<file path="src/hdl/reg_lock_defs.svh">
// offsets, field positions, reset values and group address ranges of the lock bank
`ifndef REG_LOCK_DEFS_SVH
`define REG_LOCK_DEFS_SVH

// ----------------------------------------------------------------
// register offsets
// ----------------------------------------------------------------
`define OFS_WD_KEY      8'h83
`define OFS_LOCK_FIRST  8'hf0
`define OFS_LOCK_SECOND 8'hf1
`define OFS_TARGET_ADDR 8'hf9
`define OFS_FAULT       8'h90

// ----------------------------------------------------------------
// reset values and fields
// ----------------------------------------------------------------
`define RST_WD_KEY      8'h00
`define RST_LOCK        7'h00
`define RST_FAULT       1'b0
`define LOCK_BITS       7
`define FAULT_RST_LINE  0
`define SEQ_BIST_A      3'h5
`define SEQ_BIST_B      3'h6

// ----------------------------------------------------------------
// group address ranges, index equals lock bit position
// ----------------------------------------------------------------
`define GRP_LO {8'h60, 8'h40, 8'h20, 8'h10, 8'h80, 8'h70, 8'h00}
`define GRP_HI {8'h6f, 8'h5f, 8'h3f, 8'h1f, 8'h82, 8'h7f, 8'h0f}

`endif

</file>
<file path="src/hdl/reg_lock_pkg.sv">
// types shared by the lock bank and its serial target front end
package reg_lock_pkg;

    // one register access from the serial front end
    typedef struct packed {
        logic       wr;
        logic [7:0] addr;
        logic [7:0] wdata;
    } reg_req_t;

    // serial target states
    typedef enum logic [2:0] {
        ST_IDLE, ST_ADDR, ST_ADDR_ACK, ST_WR, ST_WR_ACK, ST_RD, ST_RD_ACK
    } i2c_state_t;

endpackage : reg_lock_pkg

</file>
<file path="src/hdl/i2c_target.sv">
// serial two-wire target: address match, register pointer, byte reads and writes
`timescale 1ns/100ps
`default_nettype none

module i2c_target (
    input  wire logic                clk_sys_i,
    input  wire logic                rst_b_i,
    input  wire logic [6:0]          own_addr_i,
    input  wire logic                scl_i,
    input  wire logic                sda_i,
    output logic                     sda_o,
    output logic                     sda_oe_n_o,
    input  wire logic [7:0]          rdata_i,
    output reg_lock_pkg::reg_req_t   req_o
);
    reg_lock_pkg::i2c_state_t st_r, st_nxt;
    logic [7:0] sh_r, sh_nxt, ptr_r, ptr_nxt;
    logic [3:0] cnt_r, cnt_nxt;
    logic       scl_r, sda_r, low_r, low_nxt, rw_r, rw_nxt, first_r, first_nxt;
    logic       ack_r, ack_nxt;
    reg_lock_pkg::reg_req_t req_nxt;
    logic       rise, fall, start, stop;

    // ----------------------------------------------------------------
    // bus events
    // ----------------------------------------------------------------
    assign rise  = scl_i & ~scl_r;
    assign fall  = ~scl_i & scl_r;
    assign start = scl_i & scl_r & sda_r & ~sda_i;
    assign stop  = scl_i & scl_r & ~sda_r & sda_i;
    assign sda_o = 1'b0;
    assign sda_oe_n_o = ~low_r;

    // next state; the target only ever pulls low, a one is a released line
    always_comb
    begin
        st_nxt = st_r; sh_nxt = sh_r; ptr_nxt = ptr_r; cnt_nxt = cnt_r;
        low_nxt = low_r; rw_nxt = rw_r; first_nxt = first_r; ack_nxt = ack_r;
        req_nxt = '0;
        // the address follows the pointer so reads see the register they aim at
        req_nxt.addr = ptr_nxt;
        req_nxt.wdata = req_o.wdata;
        if (start)
        begin
            st_nxt = reg_lock_pkg::ST_ADDR; cnt_nxt = 4'h0; low_nxt = 1'b0;
            first_nxt = 1'b1;
        end
        else if (stop)
        begin
            st_nxt = reg_lock_pkg::ST_IDLE; low_nxt = 1'b0;
        end
        else if (rise)
        begin
            if (st_r == reg_lock_pkg::ST_ADDR || st_r == reg_lock_pkg::ST_WR)
            begin
                sh_nxt = {sh_r[6:0], sda_i}; cnt_nxt = cnt_r + 4'h1;
            end
            if (st_r == reg_lock_pkg::ST_RD_ACK)
                ack_nxt = ~sda_i;
        end
        else if (fall)
        begin
            unique case (st_r)
                reg_lock_pkg::ST_IDLE: ;
                reg_lock_pkg::ST_ADDR:
                    if (cnt_r == 4'h8)
                    begin
                        rw_nxt = sh_r[0];
                        low_nxt = (sh_r[7:1] == own_addr_i);
                        st_nxt = low_nxt ? reg_lock_pkg::ST_ADDR_ACK : reg_lock_pkg::ST_IDLE;
                    end
                reg_lock_pkg::ST_ADDR_ACK, reg_lock_pkg::ST_RD_ACK:
                    if (rw_r && (st_r == reg_lock_pkg::ST_ADDR_ACK || ack_r))
                    begin
                        sh_nxt = rdata_i; ptr_nxt = ptr_r + 8'h01;
                        low_nxt = ~rdata_i[7]; cnt_nxt = 4'h1;
                        st_nxt = reg_lock_pkg::ST_RD;
                    end
                    else
                    begin
                        low_nxt = 1'b0; cnt_nxt = 4'h0;
                        st_nxt = rw_r ? reg_lock_pkg::ST_IDLE : reg_lock_pkg::ST_WR;
                    end
                reg_lock_pkg::ST_WR:
                    if (cnt_r == 4'h8)
                    begin
                        // every byte is acknowledged, locked or not
                        low_nxt = 1'b1; st_nxt = reg_lock_pkg::ST_WR_ACK;
                        first_nxt = 1'b0;
                        if (first_r)
                            ptr_nxt = sh_r;
                        else
                        begin
                            req_nxt.wr = 1'b1; req_nxt.addr = ptr_r;
                            req_nxt.wdata = sh_r; ptr_nxt = ptr_r + 8'h01;
                        end
                    end
                reg_lock_pkg::ST_WR_ACK:
                begin
                    low_nxt = 1'b0; cnt_nxt = 4'h0; st_nxt = reg_lock_pkg::ST_WR;
                end
                reg_lock_pkg::ST_RD:
                    if (cnt_r == 4'h8)
                    begin
                        low_nxt = 1'b0; st_nxt = reg_lock_pkg::ST_RD_ACK;
                    end
                    else
                    begin
                        low_nxt = ~sh_r[3'(4'h7 - cnt_r)]; cnt_nxt = cnt_r + 4'h1;
                    end
            endcase
        end
    end

    // registers of the front end
    always_ff @(posedge clk_sys_i)
    begin
        if (!rst_b_i)
        begin
            st_r <= reg_lock_pkg::ST_IDLE; sh_r <= 8'h00; ptr_r <= 8'h00;
            cnt_r <= 4'h0; low_r <= 1'b0; rw_r <= 1'b0; first_r <= 1'b0;
            ack_r <= 1'b0; req_o <= '0; scl_r <= 1'b1; sda_r <= 1'b1;
        end
        else
        begin
            st_r <= st_nxt; sh_r <= sh_nxt; ptr_r <= ptr_nxt; cnt_r <= cnt_nxt;
            low_r <= low_nxt; rw_r <= rw_nxt; first_r <= first_nxt;
            ack_r <= ack_nxt; req_o <= req_nxt; scl_r <= scl_i; sda_r <= sda_i;
        end
    end

endmodule : i2c_target

`default_nettype wire

</file>
<file path="src/hdl/register_group_write_lock.sv">
// register group write lock bank with watchdog key, target address and fault flag
// What this block does
// - watchdog key register, read-write, reset zero
// - group locked only when both bits set
// - lock registers at f0, f1, reset zero
// - host cannot clear a set lock bit
// - self-test on sequence 5/6 exit clears locks
// - bit 6 drops working register writes
// - bit 5 drops sleep sequence writes
// - bit 4 drops power sequence writes
// - bit 3 drops slot configuration writes
// - bit 2 drops watchdog configuration writes
// - bit 1 drops clock register writes
// - bit 0 drops control writes; bit 7 reserved
// - read-only target address from nonvolatile store
// - external low on reset line raises fault, interrupt
// - writing one clears only that fault flag
// - fault flags stay until cleared by host
`timescale 1ns/100ps
`default_nettype none
`include "reg_lock_defs.svh"

module register_group_write_lock #(
    parameter int LOCK_BITS = `LOCK_BITS
) (
    input  wire logic                 clk_sys_i,
    input  wire logic                 rst_b_i,
    input  wire logic                 scl_i,
    input  wire logic                 sda_i,
    output logic                      sda_o,
    output logic                      sda_oe_n_o,
    input  wire logic [6:0]           stored_target_address_i,
    input  wire logic                 bist_run_i,
    input  wire logic [2:0]           bist_exit_seq_i,
    input  wire logic                 test_at_shutdown_i,
    input  wire logic                 reset_output_line_i,
    input  wire logic                 reset_drive_i,
    output logic                      interrupt_output_line_o,
    output logic                      interrupt_output_line_oe_n_o,
    output logic                      watchdog_kick_o,
    output logic [LOCK_BITS-1:0]      lock_effective_o,
    output reg_lock_pkg::reg_req_t    ext_req_o,
    input  wire logic [7:0]           ext_rdata_i
);
    localparam logic [LOCK_BITS-1:0][7:0] GRP_LO = `GRP_LO;
    localparam logic [LOCK_BITS-1:0][7:0] GRP_HI = `GRP_HI;

    reg_lock_pkg::reg_req_t req;
    logic [7:0]           rdata, key_r, key_nxt;
    logic [LOCK_BITS-1:0] first_r, first_nxt, second_r, second_nxt, hit;
    logic [6:0]           addr_r;
    logic                 fault_r, fault_nxt, kick_nxt, bist_clr, fault_evt;
    reg_lock_pkg::reg_req_t ext_nxt;

    // ----------------------------------------------------------------
    // serial front end
    // ----------------------------------------------------------------
    i2c_target u_i2c (
        .clk_sys_i  (clk_sys_i),
        .rst_b_i    (rst_b_i),
        .own_addr_i (addr_r),
        .scl_i      (scl_i),
        .sda_i      (sda_i),
        .sda_o      (sda_o),
        .sda_oe_n_o (sda_oe_n_o),
        .rdata_i    (rdata),
        .req_o      (req)
    );

    // ----------------------------------------------------------------
    // group decode and effective lock
    // ----------------------------------------------------------------
    // a single register cannot lock a group, guarding against one stray write
    assign lock_effective_o = first_r & second_r;

    // one address window per lock bit
    for (genvar g = 0; g < LOCK_BITS; g++)
    begin : g_grp
        assign hit[g] = (req.addr >= GRP_LO[g]) && (req.addr <= GRP_HI[g]);
    end

    // self-test on leaving shutdown sequence 5 or 6 clears the locks
    assign bist_clr = bist_run_i && test_at_shutdown_i &&
                      (bist_exit_seq_i == `SEQ_BIST_A || bist_exit_seq_i == `SEQ_BIST_B);

    // a low on the line that we are not pulling is an outside reset
    assign fault_evt = ~reset_output_line_i & ~reset_drive_i;

    // ----------------------------------------------------------------
    // register next values
    // ----------------------------------------------------------------
    always_comb
    begin
        key_nxt = key_r; first_nxt = first_r; second_nxt = second_r;
        fault_nxt = fault_r; kick_nxt = 1'b0;
        ext_nxt = '0;
        ext_nxt.addr = ext_req_o.addr;
        ext_nxt.wdata = ext_req_o.wdata;
        if (req.wr)
        begin
            if (req.addr == `OFS_WD_KEY)
            begin
                key_nxt = req.wdata; kick_nxt = 1'b1;
            end
            // set-only: ones are or-ed in, zeros leave bits alone
            if (req.addr == `OFS_LOCK_FIRST)
                first_nxt = first_r | req.wdata[LOCK_BITS-1:0];
            if (req.addr == `OFS_LOCK_SECOND)
                second_nxt = second_r | req.wdata[LOCK_BITS-1:0];
            if (req.addr == `OFS_FAULT && req.wdata[`FAULT_RST_LINE])
                fault_nxt = 1'b0;
            // locked group writes vanish here, the front end still acked them
            if ((hit & ~lock_effective_o) != '0)
            begin
                ext_nxt = req;
            end
        end
        // the clear behaves like a power-on for the locks, so it beats a set
        if (bist_clr)
        begin
            first_nxt = `RST_LOCK; second_nxt = `RST_LOCK;
        end
        // a fault in the clear cycle is kept
        if (fault_evt)
            fault_nxt = 1'b1;
    end

    // registers, reset only by the power-on reset
    always_ff @(posedge clk_sys_i)
    begin
        if (!rst_b_i)
        begin
            key_r <= `RST_WD_KEY; first_r <= `RST_LOCK; second_r <= `RST_LOCK;
            fault_r <= `RST_FAULT; watchdog_kick_o <= 1'b0; ext_req_o <= '0;
            addr_r <= 7'h00;
        end
        else
        begin
            key_r <= key_nxt; first_r <= first_nxt; second_r <= second_nxt;
            fault_r <= fault_nxt; watchdog_kick_o <= kick_nxt; ext_req_o <= ext_nxt;
            addr_r <= stored_target_address_i;
        end
    end

    // ----------------------------------------------------------------
    // read mux and interrupt line
    // ----------------------------------------------------------------
    // reserved bit 7 of the lock and address registers reads zero
    always_comb
    begin
        rdata = 8'h00;
        if (req.addr == `OFS_WD_KEY)
            rdata = key_r;
        else if (req.addr == `OFS_LOCK_FIRST)
            rdata = {1'b0, first_r};
        else if (req.addr == `OFS_LOCK_SECOND)
            rdata = {1'b0, second_r};
        else if (req.addr == `OFS_TARGET_ADDR)
            rdata = {1'b0, addr_r};
        else if (req.addr == `OFS_FAULT)
            rdata = {7'h00, fault_r};
        else if (hit != '0)
            rdata = ext_rdata_i;
    end

    // open-drain interrupt pulled low while a fault is held
    assign interrupt_output_line_o = 1'b0;
    assign interrupt_output_line_oe_n_o = ~fault_r;
endmodule : register_group_write_lock

`default_nettype wire

</file>
<file path="config.mk">
export PLATFORM = sky130hd
export DESIGN_NAME = register_group_write_lock
export DESIGN_NICKNAME = d
export VERILOG_FILES = /design/src/hdl/reg_lock_pkg.sv /design/src/hdl/i2c_target.sv /design/src/hdl/register_group_write_lock.sv
export VERILOG_INCLUDE_DIRS = /design/src /design/src/hdl
export SDC_FILE = /design/constraint.sdc
export NUM_CORES = 1
export LEC_CHECK = 0
export ABC_CLOCK_PERIOD_IN_PS = 2900
export BUFFER_PORTS_ARGS = -buffer_cell sky130_fd_sc_hd__buf_2
export CELL_PAD_IN_SITES_DETAIL_PLACEMENT = 1
export CELL_PAD_IN_SITES_GLOBAL_PLACEMENT = 1
export CORE_MARGIN = 10
export CORE_UTILIZATION = 46
export CTS_BUF_LIST = sky130_fd_sc_hd__clkbuf_4
export DETAILED_ROUTE_END_ITERATION = 8
export PLACE_DENSITY = 0.84
export SYNTH_ARGS = -nofsm -noshare
export SYNTH_HDL_FRONTEND = slang
export SYNTH_SLANG_ARGS = --single-unit
</file>
<file path="constraint.sdc">
create_clock -name clk_sys_i -period 2.9 [get_ports clk_sys_i]
set_clock_uncertainty 0.2 [all_clocks]
set_input_delay 0.725 -clock clk_sys_i [delete_from_list [all_inputs] [get_ports clk_sys_i]]
set_output_delay 0.725 -clock clk_sys_i [all_outputs]
set_load 0.01 [all_outputs]
</file>
==> results.toml <==
[outcome]
status = "finished, final reports clean"

[finish]
n_fill_cell = 1212
nets = 600
drive_above_1_share = 0.172
seq_area_sq_mm = 0.00188
n_antenna_cell = 0
area_growth_pct = 11.7
multi_input_area_sq_mm = 0.00250

[critical_path]
cp.required_ns = 3.05
crit_family = "simple AND/OR/NAND/NOR gates"
arrival_ns = 2.56
cp_slowest_cell = "dfxtp_1"
critPathLaunchType = "flop"
crit_chain = "nand4b_1, nor2_4, nand2_1, mux2i_1, nor2_1"
path_buf_inv = 0
slowest_delay_ns = 0.77
crit_type = "reg -> reg"
cp-end-kind = "flop"
cp_max_fo = 17

[timing]
period_minus_slack_ns = 2.41
setup_violations = 0
hold_ws_ns = 0.271
maxSlewHeadroom = 0.481
tightest_slew_ns = 0.777
period_share = 0.831
hold_viol = 0
max_freq_mhz = 415
rsz0062_at_grt = "no"
final.setup.tns_ns = 0
drv_slew = 0

[detailed_routing]
routed_wl_um = 13800
first_pass_iters = 4
drt_iter0_drc = 325
dr_total_vias = 4064
post_drt_wl_per_cell_um = 19.5
routed_via_density = 5.73
drcViolationCount = 0
antenna_left = 0

[floorplanning]
std_cell_rows = 36
dieWidth_um = 120
die_h_um = 120
start_util = 0.470
fp.coreArea_sq_mm = 0.00973
ios = 55
dieArea_sq_mm = 0.0143

[logic_synthesis]
synthDistinctLibCells = 66
avgSynthCellArea_sq_um = 8.67
ys_seq_area_frac = 0.411
ys_ff_latch = 94
synthFlopType = "dfxtp_1"
synthCells = 528
synth_edf_count = 0
yosysWarnings = 0
synthArstFlopShare = 0
mappedNetlistArea_sq_mm = 0.00458

[clock_tree]
postCtsResizedCells = 0
insertion_delay_ns = 0.47
cts_tree = "done"
clock_path_buffers = 2
cts.reportedPaths.clkPinSlew_ns = 0.17
cts_buffers = 9
clock_sink_count = 94
ctsHoldBuffers = 0
cts_setup_buffers = 0
root_buffer = "clkbuf_4"
htree_levels = 3

[hold_path]
hold_class = "reg -> reg"

[placement]
dp.final_hpwl_um = 10300
gp_congestion = 0.885
port-buffer-count = 52

[global_route]
grt_pass1_vias = 4162
grt_pass1_wl_um = 22500
gr-total-overflow = 0
grt_max_degree = 69
antenna_found_initial = 0
grt_util_all_layers = 0.194

[pwr]
p_per_area_mw_per_mm2 = 439
leakagePower_nw = 1.98
vdd_drop_max_mv = 0.210

[run]
drv_cap = 0
-- Yosys cell counts, types with 6 or more instances --
| library cell | instances | share of area |
|---|---|---|
| nor2b_1 | 13 | 0.018 |
| o21ai_0 | 18 | 0.020 |
| a21oi_1 | 32 | 0.035 |
| and2_1 | 24 | 0.033 |
| inv_1 | 9 | 0.0074 |
| and3_1 | 8 | 0.011 |
| mux2i_1 | 37 | 0.081 |
| a31oi_1 | 10 | 0.014 |
| nand3_1 | 14 | 0.015 |
| clkbuf_1 | 27 | 0.022 |
| a22oi_1 | 6 | 0.0098 |
| nand2_1 | 68 | 0.056 |
| nand2b_1 | 11 | 0.015 |
| xor2_1 | 6 | 0.011 |
| dfxtp_1 | 94 | 0.41 |
| nor2_1 | 49 | 0.040 |
-- registers in the layout, indices dropped and copies added, names as in the netlist, 3 cells and up --
name / count
u_i2c.sh_r: 8
first_r: 7
u_i2c.ptr_r: 8
u_i2c.cnt_r: 4
u_i2c.req_o: 17
key_r: 8
u_i2c.st_r: 3
ext_req_o: 17
second_r: 7
addr_r: 7
-- layout by cell type (no fill, tap or decap), drive strengths merged, types with 4 or more instances in the layout --
cell type / Yosys / final
dfxtp: 94 / 94
nand2: 68 / 68
buf: 6 / 64
nor2: 50 / 50
mux2i: 37 / 37
a21oi: 33 / 33
and2: 24 / 24
o21ai: 19 / 19
nand3: 14 / 14
nor2b: 13 / 13
nand2b: 11 / 11
inv: 9 / 11
a31oi: 10 / 10
clkbuf: 27 / 9
and3: 8 / 8
a22oi: 7 / 7
xor2: 6 / 6
nor3: 6 / 6
or3: 5 / 5
mux2: 5 / 5
a22o: 5 / 5
o21a: 4 / 4
nor4: 4 / 4
nor3b: 4 / 4
a21boi: 4 / 4
-- cell families after synthesis --
| kind of cell | share of synthesized area |
|---|---|
| XOR/XNOR | 0.0172 |
| adder cells (fa/ha/maj) | 0.00820 |
| multiplexers | 0.103 |
| buffers and inverters | 0.0426 |
| AO/OA/AOI/OAI | 0.163 |
| other | 0.000819 |
| AND/OR/NAND/NOR | 0.253 |
| flip-flops | 0.411 |
-- worst register-to-register path, delay by kind of cell, from the launching register on --
family / cells / cell delay (ns)
multiplexers: 1 / 0.30
AND/OR/NAND/NOR: 4 / 1.05
flip-flops: 1 / 0.77
-- final timing paths --
kind | end | slack, ns | cells past startpoint | startpoint
worst min register to register | ext_req_o[5] | 0.27 | 2 | ext_req_o[5]
worst max register to register | key_r[6] | 0.49 | 5 | u_i2c.req_o[8]
worst max-delay path | key_r[6] | 0.49 | 5 | u_i2c.req_o[8]
worst min-delay path | ext_req_o[5] | 0.27 | 2 | ext_req_o[5]
-- per-layer routing --
metal	vias to the layer above	routed length (um)	part of all wire	track usage
li1	1938	-	-	-
met1	1986	6250	0.45	0.251
met2	119	6460	0.47	0.317
met3	21	902	0.065	0.0408
met4	0	213	0.015	0.0603
met5	-	0	0	0
-- final cells by class --
type,instances,share of cell area
Tap cell,133,0.0326
Timing Repair Buffer,64,0.0710
Clock buffer,9,0.0132
Sequential cell,94,0.368
Clock inverter,7,0.0186
Inverter,9,0.00661
Multi-Input combinational cell,393,0.490
-- report_power, final --
| part | switching, mW | total [mW] | internal, mW |
|---|---|---|---|
| sequential | 0.0191 | 1.32 | 1.30 |
| combinational | 0.0630 | 0.110 | 0.0475 |
| clock | 0.459 | 0.813 | 0.353 |
-- through the flow --
| stage | power [mW] | utilization | setup WS (ns) | cells | cell area [sq um] |
|---|---|---|---|---|---|
| 2_1_floorplan | 1.41 | - | 0.549 | 529 | 4580 |
| 3_3_place_gp | 1.45 | 0.509 | 0.609 | 693 | 4950 |
| 3_5_place_dp | 1.46 | 0.509 | 0.546 | 693 | 4950 |
| 4_1_cts | 2.26 | 0.525 | 0.514 | 709 | 5110 |
| 5_1_grt | 2.34 | 0.525 | 0.275 | 709 | 5110 |
| 6_report | 2.25 | 0.525 | 0.491 | 709 | 5110 |
(Power assumes the default switching activity.)
